<file path="src/page_select_pkg.sv">
// constants and types shared by the serial page-selection logic
package page_select_pkg;

   localparam int ADDR_W = 10;
   localparam int DATA_W = 16;
   localparam int SLOTS = 3;
   localparam int SLOT_IDX_W = 2;

   // selector location and layout
   localparam logic [ADDR_W-1:0] SEL_ADDR = 10'h3FF;
   localparam int COMMON_BIT = 8;
   localparam int PICK_LSB = 0;
   localparam logic [DATA_W-1:0] SEL_RESET = 16'h0000;
   localparam logic [DATA_W-1:0] SEL_COMMON_VALUE = 16'h0100;
   localparam logic [DATA_W-1:0] SEL_PICK_MASK = 16'h0007;

   // pick encodings
   localparam logic [SLOTS-1:0] PICK_NONE = 3'h0;
   localparam logic [SLOTS-1:0] PICK_SLOT1 = 3'h1;
   localparam logic [SLOTS-1:0] PICK_SLOT2 = 3'h2;
   localparam logic [SLOTS-1:0] PICK_SLOT3 = 3'h4;
   localparam logic [SLOT_IDX_W-1:0] IDX_SLOT1 = 2'h0;
   localparam logic [SLOT_IDX_W-1:0] IDX_SLOT2 = 2'h1;
   localparam logic [SLOT_IDX_W-1:0] IDX_SLOT3 = 2'h2;

   // code RAM size and the part of it the serial port can reach
   localparam int CRAM_DEPTH = 1024;
   localparam int CRAM_USABLE = CRAM_DEPTH - 1;

   localparam logic [DATA_W-1:0] RDATA_NONE = 16'h0000;

   // where a read answer comes from
   typedef enum logic [1:0] {
      SRC_NONE,
      SRC_SEL,
      SRC_CRAM,
      SRC_COMMON
   } rd_src_t;

endpackage : page_select_pkg

</file>
<file path="src/code_ram_port.sv">
// strobe generator for one code RAM channel
`timescale 1ns/1ps
module code_ram_port (
   input wire logic clock_i,
   input wire logic rst_b_i,
   input wire logic slot_pick_i,
   input wire logic cram_req_i,
   input wire logic write_i,
   input wire logic read_ok_i,
   output logic wr_o,
   output logic rd_o
);

   logic wr_d;
   logic rd_d;

   // a broadcast pick still writes, but a read needs a single pick
   assign wr_d = cram_req_i && write_i && slot_pick_i;
   assign rd_d = cram_req_i && !write_i && slot_pick_i && read_ok_i;

   // strobes registered so they line up with the registered address and data
   always_ff @(posedge clock_i or negedge rst_b_i) begin
      if (!rst_b_i) begin
         wr_o <= 1'b0;
         rd_o <= 1'b0;
      end else begin
         wr_o <= wr_d;
         rd_o <= rd_d;
      end
   end

endmodule : code_ram_port

</file>
<file path="src/spi_memory_page_select.sv">
// serial address decoder that steers accesses by the memory page selector
`timescale 1ns/1ps
module spi_memory_page_select (
   input wire logic clock_i,
   input wire logic rst_b_i,
   // decoded serial access, one-cycle request from the serial engine
   input wire logic acc_valid_i,
   input wire logic acc_write_i,
   input wire logic [page_select_pkg::ADDR_W-1:0] acc_addr_i,
   input wire logic [page_select_pkg::DATA_W-1:0] acc_wdata_i,
   output logic [page_select_pkg::DATA_W-1:0] acc_rdata_o,
   output logic acc_rvalid_o,
   output logic acc_ignored_o,
   output logic acc_refused_o,
   // code RAM side, one strobe pair per channel
   output logic [page_select_pkg::SLOTS-1:0] cram_wr_o,
   output logic [page_select_pkg::SLOTS-1:0] cram_rd_o,
   output logic [page_select_pkg::ADDR_W-1:0] cram_addr_o,
   output logic [page_select_pkg::DATA_W-1:0] cram_wdata_o,
   input wire logic [page_select_pkg::SLOTS-1:0][page_select_pkg::DATA_W-1:0] cram_rdata_i,
   // common page side: data RAMs and configuration registers
   output logic common_wr_o,
   output logic common_rd_o,
   output logic [page_select_pkg::ADDR_W-1:0] common_addr_o,
   output logic [page_select_pkg::DATA_W-1:0] common_wdata_o,
   input wire logic [page_select_pkg::DATA_W-1:0] common_rdata_i,
   // selector state for the rest of the device
   output logic [page_select_pkg::DATA_W-1:0] page_sel_o,
   output logic common_page_o,
   output logic [page_select_pkg::SLOTS-1:0] code_ram_slot_picks_o
);

   // selector register
   logic [page_select_pkg::DATA_W-1:0] sel_q;
   logic [page_select_pkg::DATA_W-1:0] sel_d;

   // first stage: strobes, address and data toward the targets
   logic [page_select_pkg::ADDR_W-1:0] addr_q;
   logic [page_select_pkg::DATA_W-1:0] wdata_q;
   logic common_wr_q;
   logic common_rd_q;
   page_select_pkg::rd_src_t src1_q;
   page_select_pkg::rd_src_t src1_d;
   logic [page_select_pkg::SLOT_IDX_W-1:0] slot1_q;
   logic [page_select_pkg::DATA_W-1:0] selrd1_q;

   // second stage: the targets present read data
   page_select_pkg::rd_src_t src2_q;
   logic [page_select_pkg::SLOT_IDX_W-1:0] slot2_q;
   logic [page_select_pkg::DATA_W-1:0] selrd2_q;
   logic [1:0] ign_pipe_q;
   logic [1:0] ref_pipe_q;

   // third stage: answer to the serial engine
   logic [page_select_pkg::DATA_W-1:0] rdata_q;
   logic [page_select_pkg::DATA_W-1:0] rdata_d;
   logic rvalid_q;
   logic ignored_q;
   logic refused_q;

   // decode of the current selector
   logic common_page;
   logic [page_select_pkg::SLOTS-1:0] code_ram_slot_picks;
   logic code_ram_slot1_pick;
   logic code_ram_slot2_pick;
   logic single_pick;
   logic [page_select_pkg::SLOT_IDX_W-1:0] slot_idx;

   // decode of the incoming access
   logic sel_hit;
   logic sel_write;
   logic mem_req;
   logic common_req;
   logic cram_req;
   logic nothing_req;
   logic refused_req;
   logic is_read;

   assign common_page = sel_q[page_select_pkg::COMMON_BIT];
   assign code_ram_slot_picks = sel_q[page_select_pkg::PICK_LSB +: page_select_pkg::SLOTS];
   assign code_ram_slot1_pick = code_ram_slot_picks[0];
   assign code_ram_slot2_pick = code_ram_slot_picks[1];
   // only a single pick allows reads; broadcast patterns are write-only
   assign single_pick = (code_ram_slot_picks == page_select_pkg::PICK_SLOT1)
                     || (code_ram_slot_picks == page_select_pkg::PICK_SLOT2)
                     || (code_ram_slot_picks == page_select_pkg::PICK_SLOT3);
   assign slot_idx = code_ram_slot1_pick ? page_select_pkg::IDX_SLOT1
                   : code_ram_slot2_pick ? page_select_pkg::IDX_SLOT2
                   : page_select_pkg::IDX_SLOT3;

   // the top address is trapped before any page decode, so it never reaches a RAM
   assign sel_hit = acc_addr_i == page_select_pkg::SEL_ADDR;
   assign sel_write = acc_valid_i && sel_hit && acc_write_i;
   assign is_read = !acc_write_i;
   assign mem_req = acc_valid_i && !sel_hit;
   assign common_req = mem_req && common_page;
   assign cram_req = mem_req && !common_page
                  && (code_ram_slot_picks != page_select_pkg::PICK_NONE);
   assign nothing_req = mem_req && !common_page
                     && (code_ram_slot_picks == page_select_pkg::PICK_NONE);
   assign refused_req = cram_req && is_read && !single_pick;

   // a set common flag wins over the picks; reserved bits never store
   assign sel_d = acc_wdata_i[page_select_pkg::COMMON_BIT]
                ? page_select_pkg::SEL_COMMON_VALUE
                : (acc_wdata_i & page_select_pkg::SEL_PICK_MASK);

   // selector, cleared to nothing selected at reset
   always_ff @(posedge clock_i or negedge rst_b_i) begin
      if (!rst_b_i) begin
         sel_q <= page_select_pkg::SEL_RESET;
      end else if (sel_write) begin
         sel_q <= sel_d;
      end
   end

   // read source of the access being taken
   always_comb begin
      src1_d = page_select_pkg::SRC_NONE;
      if (acc_valid_i && is_read) begin
         if (sel_hit) begin
            src1_d = page_select_pkg::SRC_SEL;
         end else if (common_req) begin
            src1_d = page_select_pkg::SRC_COMMON;
         end else if (cram_req && single_pick) begin
            src1_d = page_select_pkg::SRC_CRAM;
         end
      end
   end

   // one strobe generator per code RAM channel
   for (genvar g = 0; g < page_select_pkg::SLOTS; g++) begin : g_slot
      code_ram_port u_port (
         .clock_i(clock_i),
         .rst_b_i(rst_b_i),
         .slot_pick_i(code_ram_slot_picks[g]),
         .cram_req_i(cram_req),
         .write_i(acc_write_i),
         .read_ok_i(single_pick),
         .wr_o(cram_wr_o[g]),
         .rd_o(cram_rd_o[g])
      );
   end

   // first stage registers
   always_ff @(posedge clock_i or negedge rst_b_i) begin
      if (!rst_b_i) begin
         addr_q <= '0;
         wdata_q <= '0;
         common_wr_q <= 1'b0;
         common_rd_q <= 1'b0;
         src1_q <= page_select_pkg::SRC_NONE;
         slot1_q <= page_select_pkg::IDX_SLOT1;
         selrd1_q <= page_select_pkg::SEL_RESET;
      end else begin
         addr_q <= acc_addr_i;
         wdata_q <= acc_wdata_i;
         common_wr_q <= common_req && acc_write_i;
         common_rd_q <= common_req && is_read;
         src1_q <= src1_d;
         slot1_q <= slot_idx;
         selrd1_q <= sel_q;
      end
   end

   // second stage: wait for the targets to answer
   always_ff @(posedge clock_i or negedge rst_b_i) begin
      if (!rst_b_i) begin
         src2_q <= page_select_pkg::SRC_NONE;
         slot2_q <= page_select_pkg::IDX_SLOT1;
         selrd2_q <= page_select_pkg::SEL_RESET;
         ign_pipe_q <= '0;
         ref_pipe_q <= '0;
      end else begin
         src2_q <= src1_q;
         slot2_q <= slot1_q;
         selrd2_q <= selrd1_q;
         ign_pipe_q <= {ign_pipe_q[0], nothing_req};
         ref_pipe_q <= {ref_pipe_q[0], refused_req};
      end
   end

   // answer mux; refused and ignored reads return zero
   always_comb begin
      case (src2_q)
         page_select_pkg::SRC_SEL: rdata_d = selrd2_q;
         page_select_pkg::SRC_CRAM: rdata_d = cram_rdata_i[slot2_q];
         page_select_pkg::SRC_COMMON: rdata_d = common_rdata_i;
         default: rdata_d = page_select_pkg::RDATA_NONE;
      endcase
   end

   // third stage: all answers share one latency, so the engine needs no per-target timing
   always_ff @(posedge clock_i or negedge rst_b_i) begin
      if (!rst_b_i) begin
         rdata_q <= page_select_pkg::RDATA_NONE;
         rvalid_q <= 1'b0;
         ignored_q <= 1'b0;
         refused_q <= 1'b0;
      end else begin
         rdata_q <= rdata_d;
         rvalid_q <= src2_q != page_select_pkg::SRC_NONE;
         ignored_q <= ign_pipe_q[1];
         refused_q <= ref_pipe_q[1];
      end
   end

   assign acc_rdata_o = rdata_q;
   assign acc_rvalid_o = rvalid_q;
   assign acc_ignored_o = ignored_q;
   assign acc_refused_o = refused_q;

   // shared address and data; only the strobes say which target acts
   assign cram_addr_o = addr_q;
   assign cram_wdata_o = wdata_q;
   assign common_wr_o = common_wr_q;
   assign common_rd_o = common_rd_q;
   assign common_addr_o = addr_q;
   assign common_wdata_o = wdata_q;

   assign page_sel_o = sel_q;
   assign common_page_o = common_page;
   assign code_ram_slot_picks_o = code_ram_slot_picks;

endmodule : spi_memory_page_select

</file>
<file path="config.mk">
export PLATFORM = sky130hd
export DESIGN_NAME = spi_memory_page_select
export DESIGN_NICKNAME = d
export VERILOG_FILES = /design/src/page_select_pkg.sv /design/src/code_ram_port.sv /design/src/spi_memory_page_select.sv
export SDC_FILE = /design/constraint.sdc
export NUM_CORES = 1
export LEC_CHECK = 0
export BUFFER_PORTS_ARGS = -buffer_cell sky130_fd_sc_hd__buf_4
export CAP_MARGIN = 10
export CORE_MARGIN = 2
export CORE_UTILIZATION = 37
export CTS_BUF_LIST = sky130_fd_sc_hd__clkbuf_8 sky130_fd_sc_hd__clkbuf_16
export DETAILED_ROUTE_END_ITERATION = 12
export GPL_ROUTABILITY_DRIVEN = 0
export PLACE_DENSITY = 0.7
export SETUP_SLACK_MARGIN = 0.05
export SKIP_LAST_GASP = 1
export SYNTH_ARGS = -nofsm -noshare
export SYNTH_HDL_FRONTEND = slang
export SYNTH_SLANG_ARGS = --single-unit
</file>
<file path="constraint.sdc">
create_clock -name clock_i -period 1.7 [get_ports clock_i]
set_input_delay 0.085 -clock clock_i [delete_from_list [all_inputs] [get_ports clock_i]]
set_output_delay 0.085 -clock clock_i [all_outputs]
set_load 0.005 [all_outputs]
</file>
==> run_results.csv <==
group,metric,value,unit
run_status,outcome,"completed",
setup_path,regToRegStartpoint,"slot2_q[0]",
timing,final-setup-viol-count,0,
setup_path,r2r_slack,0.34,ns
detailed_routing,route.detailed.drc,0,
global_routing,overflow,0,
detailed_routing,dr_wl_met3,664,µm
die,initial_core_util,37.5,%
clocking,clk_latency,0.35,ns
yosys,synth_top_cells_by_count,"77 x sky130_fd_sc_hd__dfrtp_1, 52 x sky130_fd_sc_hd__buf_4, 25 x sky130_fd_sc_hd__a21oi_1",
detailed_routing,met2_length,4230,µm
yosys,synth_area_leader_cell,"sky130_fd_sc_hd__dfrtp_1",
global_routing,largest_net_degree_at_the_start_of_global_routing,45,
clocking,cts-buffers-inserted,9,
timing,period_minus_slack,1.51,ns
yosys,postSynthRegisterBits,77,
yosys,async_reset_ff_share,100,%
timing,clock.fmax,663,MHz
detailed_routing,top_layer,"met4",
timing,final_skew,0.0111,ns
die,ioPinCount,193,
die,dieArea,0.00947,mm²
timing,final.period_utilization,88.7,%
setup_path,critPathMaxStageDelay,0.53,ns
setup_path,worst-endpoint-arrival,1.74,ns
global_routing,antenna_violations_before_repair,0,
clocking,cts-root-buf,"sky130_fd_sc_hd__clkbuf_8",
yosys,ys_top_cells_by_area,"sky130_fd_sc_hd__dfrtp_1 60%, sky130_fd_sc_hd__buf_4 12%, sky130_fd_sc_hd__mux2i_1 6.2%, sky130_fd_sc_hd__a21oi_1 3.9%, sky130_fd_sc_hd__or2_2 2.5%",
yosys,post_synth_mux_area_share,7.61,%
setup_path,timing.rr.end,"acc_rdata_o[3]",
die,fp.dieW,97.3,µm
clocking,postCtsResizedCells,0,
yosys,post_synth_and_or_nand_nor_area_fraction,9.05,%
clocking,post-cts-setup-buffer-count,0,
finish,share_of_final_layout_standard_cells_stronger_than_drive_strength_1,50.5,%
global_routing,grt_pass1_wl,13200,µm
global_routing,globalRouteTotalUtil,17.6,%
setup_path,critical_path_class,"in -> reg",
setup_path,cp_cell_sequence,"dlygate4sd3_1, buf_4, nand4_2, nor4_4, mux2_2",
detailed_routing,post_drt_wl_per_cell,15.1,µm
timing,hold_viol,0,
finish,area_delta_synth_final,50.5,%
clocking,cts.reportedPaths.clkPinSlew,0.09,ns
clocking,clock_tree_from_tritoncts,"done",
detailed_routing,ant_nets,0,
power_and_ir_drop,power.leakage,2.39,nW
power_and_ir_drop,power-per-cell-area,755,mW/mm²
detailed_routing,drt_pre_antenna_iters,4,
yosys,yosysSeqAreaShare,59.8,%
yosys,synth_top_family_by_area,"buffers and inverters",
power_and_ir_drop,post-layout-total-power,3.66,mW
yosys,post_synth_fa_ha_maj_area_fraction,0,%
yosys,synth_enable_flop_cells,0,
yosys,synth_compound_area_share,9.13,%
detailed_routing,vias,2522,
placed_design,numPortBuffers,180,
worst_hold_path,min_to,"acc_rdata_o[12]",
setup_path,worst_ep_required_time,1.93,ns
yosys,ys_warn_count,0,
yosys,synthXorXnorAreaFrac,0.272,%
setup_path,cp-start-kind,"input pin",
clocking,cts_max_path_buffers,2,
finish,nFillCells,714,
setup_path,ff_to_ff_path_depth,4,
finish,insertedDiodeCount,0,
yosys,ys_types,29,
die,placementRows,34,
global_routing,grt_pass1_vias,2574,
timing,finalSetupTns,0,ns
die,die_y,97.3,µm
detailed_routing,wirelength,8330,µm
setup_path,cpMaxStageDelayCell,"sky130_fd_sc_hd__dlygate4sd3_1",
setup_path,critPathMaxFanout,4,
worst_hold_path,timing.hold.worst.start,"common_rdata_i[12]",
yosys,postSynth.topFlopCell,"sky130_fd_sc_hd__dfrtp_1",
yosys,synth.most_common_cell,"sky130_fd_sc_hd__dfrtp_1",
yosys,synth_top_area_share,59.8,%
detailed_routing,post_drt_via_cell_ratio,4.59,
power_and_ir_drop,max-vdd-ir-drop,374,µV
setup_path,critical_path_sink_type,"flip-flop",
yosys,cell_count_after_synthesis,262,
detailed_routing,wirelength_met1,3320,µm
clocking,numClockSinks,77,
timing,timing.final.max_slew_violations,0,
yosys,synthesis.area,0.00322,mm²
die,design.core.area,0.00859,mm²
finish,number_of_nets_at_the_end_of_the_flow,531,
placed_design,hpwlAfterDp,5890,µm
flow_run,max_cap_viol,0,
timing,rsz0062_at_grt,"no",
clocking,ctsHtreeMaxLevel,3,
yosys,synth_area_per_cell,12.3,µm²
clocking,cts-hold-fix-buffers,30,
worst_hold_path,timing.hold.worst_path_depth,3,
worst_hold_path,hold_class,"in -> reg",
detailed_routing,drt_iter0_drc,55,
## cell families (layout without fill, tap and decap cells)
group,after synthesis,after routing
AOI/OAI and AO/OA,49,49
xor gates and xnor gates,1,1
buffers and inverters,65,234
DFF,77,77
muxes,24,24
other,1,12
and+or+nand+nor,45,45
## final cells by class
cell class | count | area [µm²] | share of cell area [%]
timing repair buffer | 216 | 1710 | 35.2
clock inverter | 7 | 62.6 | 1.29
inverter | 2 | 7.51 | 0.155
clock buffer | 9 | 124 | 2.55
multi-input combinational | 131 | 885 | 18.2
tap | 108 | 135 | 2.79
sequential | 77 | 1930 | 39.7
## sequential cells by signal, indices dropped and copies added (netlist names), 2 cells and up
name / cells
src2_q: 2
ref_pipe_q: 2
g_slot.u_port.wr_o: 3
acc_rdata_o: 16
src1_q: 2
selrd1_q: 4
common_wdata_o: 16
selrd2_q: 4
slot1_q: 2
g_slot.u_port.rd_o: 3
page_sel_o: 4
ign_pipe_q: 2
common_addr_o: 10
slot2_q: 2
## power by group
group / switching (mW) / internal (mW)
registers: 0.0230 / 1.87
clock network: 0.752 / 0.569
logic: 0.159 / 0.288
## how the worst max path moves through the flow
stage	from	end	slack, ns
global route	acc_addr_i[8]	page_sel_o[0]	0.12
detailed placement	slot2_q[0]	acc_rdata_o[13]	0.36
floorplan	slot2_q[0]	acc_rdata_o[11]	0.49
global placement	acc_addr_i[8]	page_sel_o[0]	0.40
CTS	acc_addr_i[8]	page_sel_o[0]	0.20
finish	acc_addr_i[8]	page_sel_o[0]	0.19
## metal layers
| metal | up-vias | GRT usage, % |
|---|---|---|
| li1 | 1174 | - |
| met1 | 1194 | 21.9 |
| met2 | 140 | 30.2 |
| met3 | 14 | 4.24 |
| met4 | 0 | 5.56 |
| met5 | - | 0 |
## critical path, delay by kind of cell
| family | cells | cell delay (ns) |
|---|---|---|
| simple gates | 2 | 0.63 |
| buf+inv | 2 | 0.64 |
| mux | 1 | 0.39 |
## metrics by stage
step	instances	area (µm²)	setup WS [ns]	util (%)	hold WS, ns
2_1_floorplan	273	3260	0.486	-	-0.211
3_3_place_gp	504	4360	0.402	50.8	0.0596
3_5_place_dp	504	4360	0.359	50.8	0.0756
4_1_cts	550	4850	0.200	56.4	0.00345
5_1_grt	550	4850	0.116	56.4	0.0229
6_report	550	4850	0.192	56.4	0.0193
## placed cells by master (no fill, tap or decap), drive strengths merged
master,instances
nor2b,7
or2,13
dlygate4sd3,30
dfrtp,77
o21ai,14
clkinv,1
nand2b,1
nor2,5
xor2,1
nand3,3
nor4,2
o2bb2ai,8
mux2,4
buf,186
nor3b,1
nor4bb,1
nor3,4
nand2,5
a21oi,25
inv,8
conb,12
clkbuf,9
nor4b,1
mux2i,20
o31ai,1
a211oi,1
nand4,2
Note: power is estimated with default switching activity, not from simulation.
